**src/hdl/dcs_pkg.sv**
```systemverilog
/*
 * Package for the DAC clock, system-reference and PLL control slice.
 * Holds register offsets, field positions, reset values and the carrier
 * structs. Assumes an 8-bit register port with byte-wide offsets.
 */
package dcs_pkg;

    // ==========================================================
    // Register port geometry
    localparam int unsigned ADDR_W = 12;
    localparam int unsigned DATA_W = 8;

    // ==========================================================
    // Register offsets
    localparam logic [11:0] CLOCK_CONFIG_POWER_ADDR      = 12'h080;
    localparam logic [11:0] SYSREF_RECEIVER_CONTROL_ADDR = 12'h081;
    localparam logic [11:0] SYSREF_HYSTERESIS_LOW_ADDR   = 12'h082;
    localparam logic [11:0] DAC_PLL_CONTROL_ADDR         = 12'h083;

    // ==========================================================
    // Field positions, clock_config_power
    localparam int unsigned CAL_REF_PD_BIT    = 4;
    localparam int unsigned CLK_REC_PD_BIT    = 3;
    localparam int unsigned DUTY_EN_BIT       = 2;
    localparam int unsigned RF_CHAIN_SYNC_ENABLE_BIT    = 1;
    localparam int unsigned RF_DIV2_EN_BIT    = 0;

    // Field positions, sysref_receiver_control
    localparam int unsigned SYSREF_PD_BIT     = 4;
    localparam int unsigned HYS_EN_BIT        = 3;
    localparam int unsigned EDGE_SEL_BIT      = 2;
    localparam int unsigned HYS_HIGH_MSB      = 1;

    // Field positions, dac_pll_control
    localparam int unsigned RECAL_BIT         = 7;

    // ==========================================================
    // Reset values
    localparam logic RST_CAL_REF_PD  = 1'b1;
    localparam logic RST_CLK_REC_PD  = 1'b1;
    localparam logic RST_DUTY_EN     = 1'b1;
    localparam logic RST_RF_CHAIN_SYNC_ENABLE  = 1'b1;
    localparam logic RST_RF_DIV2_EN  = 1'b0;
    localparam logic RST_SYSREF_PD   = 1'b1;
    localparam logic RST_HYS_EN      = 1'b0;
    localparam logic RST_EDGE_SEL    = 1'b0;
    localparam logic [1:0] RST_HYS_HIGH = 2'h0;
    localparam logic [7:0] RST_HYS_LOW  = 8'h00;
    localparam logic RST_RECAL       = 1'b0;

    // ==========================================================
    // Hysteresis scaling: each set control bit adds one step
    localparam int unsigned HYS_BITS    = 10;
    localparam logic [6:0]  HYS_STEP_MV = 7'h0a;

    // ==========================================================
    // Carriers
    typedef struct packed {
        logic cal_ref_clock_enable;
        logic clock_receiver_buffer_enable;
        logic duty_cycle_enable;
        logic rf_chain_sync_enable;
        logic rf_divide_by_two_enable;
    } dcs_clock_ctrl_t;

    typedef struct packed {
        logic       receiver_enable;
        logic       hysteresis_enable;
        logic       edge_select;
        logic [9:0] hysteresis_amount;
        logic [6:0] hysteresis_millivolts;
    } dcs_sysref_ctrl_t;

endpackage : dcs_pkg

```
**src/hdl/dcs_clock_sysref_ctrl.sv**
```systemverilog
/*
 * Control-register slice for the DAC clock tree, system-reference
 * receiver and DAC PLL band recalibration.
 * Assumes the serial-port decoder presents single-cycle byte writes and
 * reads on a plain register port clocked by clk_sys, and that sysref_in
 * is already synchronous to clk_sys.
 */
// Summary of operation
// - Calibration reference power-down gates its clock
// - Receiver power-down disables clock input buffer
// - Sync enable passes sysref timing to RF
// - Divider enable halves input for sampling
// - Sysref receiver off while power-down set
// - Hysteresis enable applies programmed hysteresis amount
// - Edge select picks rising or falling alignment
// - Each hysteresis bit adds ten millivolts
// - Hysteresis high bits low, low byte next
// - Recalibrate restarts only VCO band calibration
module dcs_clock_sysref_ctrl (
    // Clock and reset
    input  wire logic                    clk_sys,
    input  wire logic                    reset,
    // Register port
    input  wire logic [dcs_pkg::ADDR_W-1:0] reg_addr,
    input  wire logic [dcs_pkg::DATA_W-1:0] reg_wdata,
    input  wire logic                    reg_write,
    input  wire logic                    reg_read,
    output logic      [dcs_pkg::DATA_W-1:0] reg_rdata,
    output logic                         reg_rdata_valid,
    // System-reference input
    input  wire logic                    sysref_in,
    // Analog and clock-tree controls
    output dcs_pkg::dcs_clock_ctrl_t     clock_ctrl,
    output dcs_pkg::dcs_sysref_ctrl_t    sysref_ctrl,
    output logic                         sysref_align_pulse,
    output logic                         rf_sync_pulse,
    output logic                         vco_band_recal_start
);
    import dcs_pkg::*;

    // ==========================================================
    // Register state
    logic       cal_ref_clock_powerdown_reg;
    logic       clock_receiver_powerdown_reg;
    logic       duty_cycle_enable_reg;
    logic       rf_chain_sync_enable_reg;
    logic       rf_divide_by_two_enable_reg;
    logic       sysref_receiver_powerdown_reg;
    logic       hysteresis_enable_reg;
    logic       sysref_edge_select_reg;
    logic [1:0] hysteresis_amount_high_reg;
    logic [7:0] hysteresis_amount_low_reg;
    logic       vco_band_recalibrate_reg;

    logic wr_clk;
    logic wr_sys;
    logic wr_hys;
    logic wr_pll;

    assign wr_clk = reg_write && (reg_addr == CLOCK_CONFIG_POWER_ADDR);
    assign wr_sys = reg_write && (reg_addr == SYSREF_RECEIVER_CONTROL_ADDR);
    assign wr_hys = reg_write && (reg_addr == SYSREF_HYSTERESIS_LOW_ADDR);
    assign wr_pll = reg_write && (reg_addr == DAC_PLL_CONTROL_ADDR);

    // ==========================================================
    // Clock configuration register
    // Duty-cycle enable is stored as written; keeping it at one is up to software
    always_ff @(posedge clk_sys) begin
        if (reset) begin
            cal_ref_clock_powerdown_reg  <= RST_CAL_REF_PD;
            clock_receiver_powerdown_reg <= RST_CLK_REC_PD;
            duty_cycle_enable_reg        <= RST_DUTY_EN;
            rf_chain_sync_enable_reg     <= RST_RF_CHAIN_SYNC_ENABLE;
            rf_divide_by_two_enable_reg  <= RST_RF_DIV2_EN;
        end else if (wr_clk) begin
            cal_ref_clock_powerdown_reg  <= reg_wdata[CAL_REF_PD_BIT];
            clock_receiver_powerdown_reg <= reg_wdata[CLK_REC_PD_BIT];
            duty_cycle_enable_reg        <= reg_wdata[DUTY_EN_BIT];
            rf_chain_sync_enable_reg     <= reg_wdata[RF_CHAIN_SYNC_ENABLE_BIT];
            rf_divide_by_two_enable_reg  <= reg_wdata[RF_DIV2_EN_BIT];
        end
    end

    // ==========================================================
    // System-reference receiver registers
    always_ff @(posedge clk_sys) begin
        if (reset) begin
            sysref_receiver_powerdown_reg <= RST_SYSREF_PD;
            hysteresis_enable_reg         <= RST_HYS_EN;
            sysref_edge_select_reg        <= RST_EDGE_SEL;
            hysteresis_amount_high_reg    <= RST_HYS_HIGH;
        end else if (wr_sys) begin
            sysref_receiver_powerdown_reg <= reg_wdata[SYSREF_PD_BIT];
            hysteresis_enable_reg         <= reg_wdata[HYS_EN_BIT];
            sysref_edge_select_reg        <= reg_wdata[EDGE_SEL_BIT];
            hysteresis_amount_high_reg    <= reg_wdata[HYS_HIGH_MSB:0];
        end
    end

    always_ff @(posedge clk_sys) begin
        if (reset) begin
            hysteresis_amount_low_reg <= RST_HYS_LOW;
        end else if (wr_hys) begin
            hysteresis_amount_low_reg <= reg_wdata;
        end
    end

    // ==========================================================
    // DAC PLL control and band recalibration trigger
    // Only a rising write starts a run; rewriting one does nothing, so
    // software writes zero before asking for another calibration.
    always_ff @(posedge clk_sys) begin
        if (reset) begin
            vco_band_recalibrate_reg <= RST_RECAL;
            vco_band_recal_start     <= 1'b0;
        end else begin
            vco_band_recal_start <= wr_pll && reg_wdata[RECAL_BIT]
                                    && !vco_band_recalibrate_reg;
            if (wr_pll) begin
                vco_band_recalibrate_reg <= reg_wdata[RECAL_BIT];
            end
        end
    end

    // ==========================================================
    // Read-back, one cycle after the request; unmapped reads give zero
    always_ff @(posedge clk_sys) begin
        if (reset) begin
            reg_rdata       <= 8'h00;
            reg_rdata_valid <= 1'b0;
        end else begin
            reg_rdata_valid <= reg_read;
            if (reg_read) begin
                case (reg_addr)
                    CLOCK_CONFIG_POWER_ADDR:
                        reg_rdata <= {3'h0, cal_ref_clock_powerdown_reg,
                                      clock_receiver_powerdown_reg, duty_cycle_enable_reg,
                                      rf_chain_sync_enable_reg, rf_divide_by_two_enable_reg};
                    SYSREF_RECEIVER_CONTROL_ADDR:
                        reg_rdata <= {3'h0, sysref_receiver_powerdown_reg,
                                      hysteresis_enable_reg, sysref_edge_select_reg,
                                      hysteresis_amount_high_reg};
                    SYSREF_HYSTERESIS_LOW_ADDR:
                        reg_rdata <= hysteresis_amount_low_reg;
                    DAC_PLL_CONTROL_ADDR:
                        reg_rdata <= {vco_band_recalibrate_reg, 7'h00};
                    default:
                        reg_rdata <= 8'h00;
                endcase
            end
        end
    end

    // ==========================================================
    // Clock-tree and analog control outputs
    logic [9:0] hys_amount;
    logic [6:0] hys_mv_next;

    assign hys_amount = {hysteresis_amount_high_reg, hysteresis_amount_low_reg};

    // Weight is a count of set bits, not a binary code
    always_comb begin
        hys_mv_next = 7'h00;
        for (int i = 0; i < HYS_BITS; i++) begin
            if (hys_amount[i]) begin
                hys_mv_next = hys_mv_next + HYS_STEP_MV;
            end
        end
    end

    always_ff @(posedge clk_sys) begin
        if (reset) begin
            clock_ctrl  <= '0;
            sysref_ctrl <= '0;
        end else begin
            clock_ctrl.cal_ref_clock_enable         <= !cal_ref_clock_powerdown_reg;
            clock_ctrl.clock_receiver_buffer_enable <= !clock_receiver_powerdown_reg;
            clock_ctrl.duty_cycle_enable            <= duty_cycle_enable_reg;
            clock_ctrl.rf_chain_sync_enable         <= rf_chain_sync_enable_reg;
            clock_ctrl.rf_divide_by_two_enable      <= rf_divide_by_two_enable_reg;
            sysref_ctrl.receiver_enable             <= !sysref_receiver_powerdown_reg;
            sysref_ctrl.hysteresis_enable           <= hysteresis_enable_reg;
            sysref_ctrl.edge_select                 <= sysref_edge_select_reg;
            sysref_ctrl.hysteresis_amount           <= hys_amount;
            sysref_ctrl.hysteresis_millivolts       <= hysteresis_enable_reg ?
                                                       hys_mv_next : 7'h00;
        end
    end

    // ==========================================================
    // System-reference edge alignment
    logic sysref_prev_reg;
    logic align_next;

    always_comb begin
        align_next = 1'b0;
        if (!sysref_receiver_powerdown_reg) begin
            align_next = sysref_edge_select_reg ? (sysref_in && !sysref_prev_reg)
                                                : (!sysref_in && sysref_prev_reg);
        end
    end

    always_ff @(posedge clk_sys) begin
        if (reset) begin
            sysref_prev_reg    <= 1'b0;
            sysref_align_pulse <= 1'b0;
            rf_sync_pulse      <= 1'b0;
        end else begin
            sysref_prev_reg    <= sysref_in;
            sysref_align_pulse <= align_next;
            rf_sync_pulse      <= align_next && rf_chain_sync_enable_reg;
        end
    end

    // ==========================================================
    // Checks
    property p_cal_ref;
        @(posedge clk_sys) disable iff (reset)
        wr_clk ##1 !reset ##1 1'b1 |-> clock_ctrl.cal_ref_clock_enable
                                       == !$past(reg_wdata[CAL_REF_PD_BIT], 2);
    endproperty
    a_cal_ref: assert property (p_cal_ref) else $error("cal ref clock enable wrong");

    property p_clk_rec;
        @(posedge clk_sys) disable iff (reset)
        wr_clk ##2 1'b1 |-> clock_ctrl.clock_receiver_buffer_enable
                           == !$past(reg_wdata[CLK_REC_PD_BIT], 2);
    endproperty
    a_clk_rec: assert property (p_clk_rec) else $error("receiver buffer enable wrong");

    property p_rf_sync;
        @(posedge clk_sys) disable iff (reset)
        rf_sync_pulse |-> sysref_align_pulse && $past(rf_chain_sync_enable_reg);
    endproperty
    a_rf_sync: assert property (p_rf_sync) else $error("rf sync without enable");

    property p_div2;
        @(posedge clk_sys) disable iff (reset)
        wr_clk ##2 1'b1 |-> clock_ctrl.rf_divide_by_two_enable
                           == $past(reg_wdata[RF_DIV2_EN_BIT], 2);
    endproperty
    a_div2: assert property (p_div2) else $error("divider enable wrong");

    property p_sysref_pd;
        @(posedge clk_sys) disable iff (reset)
        $past(sysref_receiver_powerdown_reg) |-> !sysref_align_pulse;
    endproperty
    a_sysref_pd: assert property (p_sysref_pd) else $error("align while powered down");

    property p_hys_off;
        @(posedge clk_sys) disable iff (reset)
        !sysref_ctrl.hysteresis_enable |-> sysref_ctrl.hysteresis_millivolts == 7'h00;
    endproperty
    a_hys_off: assert property (p_hys_off) else $error("hysteresis while disabled");

    property p_edge;
        @(posedge clk_sys) disable iff (reset)
        sysref_align_pulse |-> $past(sysref_in) != $past(sysref_prev_reg)
                               && $past(sysref_in) == $past(sysref_edge_select_reg);
    endproperty
    a_edge: assert property (p_edge) else $error("alignment on wrong edge");

    property p_hys_mv;
        @(posedge clk_sys) disable iff (reset)
        $past(hysteresis_enable_reg) |-> sysref_ctrl.hysteresis_millivolts
            == 7'($countones($past(hys_amount)) * 10);
    endproperty
    a_hys_mv: assert property (p_hys_mv) else $error("hysteresis millivolts wrong");

    property p_hys_split;
        @(posedge clk_sys) disable iff (reset)
        wr_hys ##1 1'b1 |-> hysteresis_amount_low_reg == $past(reg_wdata);
    endproperty
    a_hys_split: assert property (p_hys_split) else $error("low byte not stored");

    property p_recal;
        @(posedge clk_sys) disable iff (reset)
        wr_pll && reg_wdata[RECAL_BIT] && !vco_band_recalibrate_reg
            |=> vco_band_recal_start ##1 !vco_band_recal_start;
    endproperty
    a_recal: assert property (p_recal) else $error("recalibration pulse wrong");

    property p_recal_only_rise;
        @(posedge clk_sys) disable iff (reset)
        vco_band_recal_start |-> $past(wr_pll) && !$past(vco_band_recalibrate_reg);
    endproperty
    a_recal_only_rise: assert property (p_recal_only_rise) else $error("spurious recal");

endmodule // dcs_clock_sysref_ctrl

```
**config.mk**
```make
export PLATFORM = sky130hd
export DESIGN_NAME = dcs_clock_sysref_ctrl
export DESIGN_NICKNAME = d
export VERILOG_FILES = /design/src/hdl/dcs_pkg.sv /design/src/hdl/dcs_clock_sysref_ctrl.sv
export SDC_FILE = /design/constraint.sdc
export NUM_CORES = 1
export LEC_CHECK = 0
export ABC_CLOCK_PERIOD_IN_PS = 13950
export BUFFER_PORTS_ARGS = -buffer_cell sky130_fd_sc_hd__buf_2
export CAP_MARGIN = 0
export CELL_PAD_IN_SITES_DETAIL_PLACEMENT = 0
export CELL_PAD_IN_SITES_GLOBAL_PLACEMENT = 1
export CORE_MARGIN = 3
export CORE_UTILIZATION = 40
export DETAILED_ROUTE_END_ITERATION = 16
export GPL_ROUTABILITY_DRIVEN = 0
export HOLD_SLACK_MARGIN = 0.15
export PLACE_DENSITY_LB_ADDON = 0.1
export SLEW_MARGIN = 20
export SYNTH_ARGS = -nofsm -noshare
export SYNTH_HDL_FRONTEND = slang
export SYNTH_SLANG_ARGS = --single-unit
export TNS_END_PERCENT = 20
```
**constraint.sdc**
```tcl
create_clock -name clk_sys -period 13.95 [get_ports clk_sys]
set_clock_uncertainty 0.2 [all_clocks]
set_input_delay 2.79 -clock clk_sys [delete_from_list [all_inputs] [get_ports clk_sys]]
set_output_delay 2.79 -clock clk_sys [all_outputs]
set_load 0.02 [all_outputs]
```
==> results.json <==
{
  "yosysTopAreaCellShare_pct": 34.9,
  "layout-drive-gt1-share_pct": 19.9,
  "antenna_left": 0,
  "cpMaxStageDelayCell": "dfxtp_1",
  "slowest_delay_ns": 0.43,
  "synth_flop_cell": "dfxtp_1",
  "internal_power_mw": 0.203,
  "ioPinCount": 62,
  "postSynth.asyncResetShare_pct": 0,
  "worstSkewPairLatency_ns": 0.32,
  "grt_pass1_vias": 2473,
  "leakage_nw": 1.55,
  "tightest_slew_ns": 0.880,
  "avgViaCountPerCell": 5.06,
  "fp.coreArea_sq_um": 7770,
  "power_mw": 0.270,
  "final_util_pct": 46.8,
  "worstPathCellList": "inv_1 -> ha_1 -> xnor2_4 -> inv_2 -> ha_1 -> nand2_1 -> o21ai_0 -> xnor2_1 -> mux2_2 -> ha_1 -> nor2b_1 -> a211o_1 -> nand2_1 -> ha_1 -> nor2b_1 -> a21oi_1 -> ha_1 -> o21a_1 -> o32ai_1 -> a211oi_2 -> xnor2_1 -> or3_1 -> mux2i_1",
  "yosysWarnings": 0,
  "finalNetCount": 447,
  "clock_sinks": 56,
  "grt_overflow": 0,
  "yosysTopAreaCell": "dfxtp_1",
  "cp-start-kind": "flip-flop",
  "path_delay_family": "adder cells",
  "ys_seq_elements": 56,
  "syn_avg_cell_area_sq_um": 8.74,
  "fin_crit_ns": 5.44,
  "wl_per_cell_microns": 13.8,
  "hold_slack_ns": 0.251,
  "slew_headroom_pct": 41.3,
  "synth_common_cells": "dfxtp_1, nor2_1, nor2b_1, mux2i_1, clkbuf_1",
  "h-tree-depth": 2,
  "placed_cell_area_sq_um": 3540,
  "worstPathMaxFanout": 10,
  "power_frac_comb_pct": 4.4,
  "antenna_found_initial": 0,
  "diodes": 0,
  "outcome": "finished, final reports clean",
  "routed_wl_microns": 7100,
  "hold_buffers": 0,
  "grt_max_degree": 50,
  "critPathBufInv": 2,
  "postCtsSetupBuffers": 0,
  "area_growth_pct": 13.3,
  "path_common_cell": "ha_1",
  "yosysSeqAreaShare_pct": 34.9,
  "initial_core_util_pct": 41.3,
  "drt_iter0_markers": 55,
  "synthTopCellsByArea": "dfxtp_1, mux2i_1, nor2_1",
  "drc": 0,
  "worstPathArrival_ns": 5.50,
  "grt_util_all_layers_pct": 16.6,
  "yosysMostFrequentCell": "dfxtp_1",
  "synth_edf_count": 0,
  "tns_ns": 0,
  "max_freq_ghz": 0.184,
  "sw_frac_of_total_pct": 24.9,
  "drv_cap": 0,
  "io_buffers": 60,
  "rsz0062_at_grt": "no",
  "synthCells": 367,
  "fin_area_sq_um": 3630,
  "finalCritPeriodShare_pct": 39.0,
  "largest_reg_flops": 19,
  "required_ns": 14.01,
  "seq_power_share_pct": 59.5,
  "netlist_area_sq_um": 3210,
  "dieArea_sq_um": 9130,
  "cts-root-buf": "clkbuf_8",
  "dieWidth_microns": 95.6,
  "pwr_density_cell_nw_per_um2": 74.3,
  "tritoncts": "built",
  "setup_viol": 0,
  "num_vias": 2599,
  "final_max_slew_viol_count": 0,
  "cp-end-kind": "flip-flop",
  "syn_nets": 403,
  "grt_pass1_wl_microns": 12000,
  "hold_viol": 0,
  "criticalPathCategory": "flip-flop to flip-flop",
  "switchingPower_mw": 0.0672,
  "cts_buffer_depth": 2,
  "pwr-share-clk_pct": 36.1,
  "worst_hold_path_type": "flip-flop to flip-flop",
  "cts_resized": 0,
  "clk_pin_slew_ns": 0.11,
  "synth_cell_type_count": 58,
  "dpl.hpwl_microns": 5210,
  "first_pass_iters": 6,
  "rows": 32,
  "ir_worst_vdd_mv": 0.0380,
  "die_height_microns": 95.6,
  "cts_buffers": 5
}
-- metrics by stage --
stage,instances,setup WS (ns)
2_1_floorplan,367,8.98
3_3_place_gp,506,8.66
3_5_place_dp,506,8.52
4_1_cts,514,8.49
5_1_grt,514,8.02
6_report,514,8.51
-- layout by cell type, fill, tap and decap left out, drive strengths merged, types with 3 or more instances in the layout --
cell    netlist  routed
a211o         6       6
a211oi        4       4
a21oi        17      17
and2          3       3
buf           5      60
clkbuf       18       5
dfxtp        56      56
ha           11      11
inv          13      16
mux2          3       3
mux2i        22      22
nand2        16      16
nand2b       15      15
nand3        10      10
nand4         4       4
nor2         44      44
nor2b        25      25
nor3          4       4
nor4          3       3
nor4b         3       3
o211ai        4       4
o21a          3       3
o21ai        19      19
xnor2        18      18
xnor3         3       3
xor2          8       8
-- worst reg2reg max path: stages, from the launching register on --
cell	delay, ns
dfxtp_1	0.43
inv_1	0.10
ha_1	0.43
xnor2_4	0.38
inv_2	0.12
ha_1	0.35
nand2_1	0.11
o21ai_0	0.12
xnor2_1	0.19
mux2_2	0.27
ha_1	0.29
nor2b_1	0.15
a211o_1	0.19
nand2_1	0.07
ha_1	0.28
nor2b_1	0.15
a21oi_1	0.08
ha_1	0.27
o21a_1	0.21
o32ai_1	0.31
a211oi_2	0.07
xnor2_1	0.17
or3_1	0.35
mux2i_1	0.12
-- final cells by class --
class,count,area [sq um]
clock buffer,5,68.8
tap,102,128
multi-input combinational,275,1940
timing repair buffer,60,300
fill,813,4130
sequential,56,1120
inverter,13,48.8
clock inverter,3,28.8
-- power by group through the flow --
stage                     Clock, mW  Combinational [mW]  Sequential [mW]
after floorplan                   0             0.00597            0.165
after global placement            0              0.0120            0.164
after detailed placement          0              0.0121            0.164
after CTS                     0.102              0.0121            0.161
after global routing          0.108              0.0133            0.161
final                        0.0976              0.0120            0.161
-- layer usage --
metal  vias up  track usage (%)  share of wire, %
met2        37             28.1                49
met5         -                0                 0
li1       1348                -                 -
met1      1209             21.5                47
met3         5             3.16               2.9
met4         0             4.27               1.0
-- cells by family after synthesis --
| kind of cell | synth area share [%] |
|---|---|
| simple gates | 22.3 |
| compound gates | 14.6 |
| flops | 34.9 |
| buf+inv | 4.60 |
| xor+xnor | 11.2 |
| mux | 7.92 |
| fa+ha+maj | 4.29 |
| other cells | 0.117 |
-- final timing paths --
kind,depth (start not counted),startpoint,slack [ns],to
worst max register to register,23,hysteresis_amount_low_reg[1],8.51,sysref_ctrl[6]
worst max-delay path,23,hysteresis_amount_low_reg[1],8.51,sysref_ctrl[6]
worst min register to register,1,cal_ref_clock_powerdown_reg,0.25,clock_ctrl[4]
worst min-delay path,1,cal_ref_clock_powerdown_reg,0.25,clock_ctrl[4]
(Power assumes the default switching activity.)
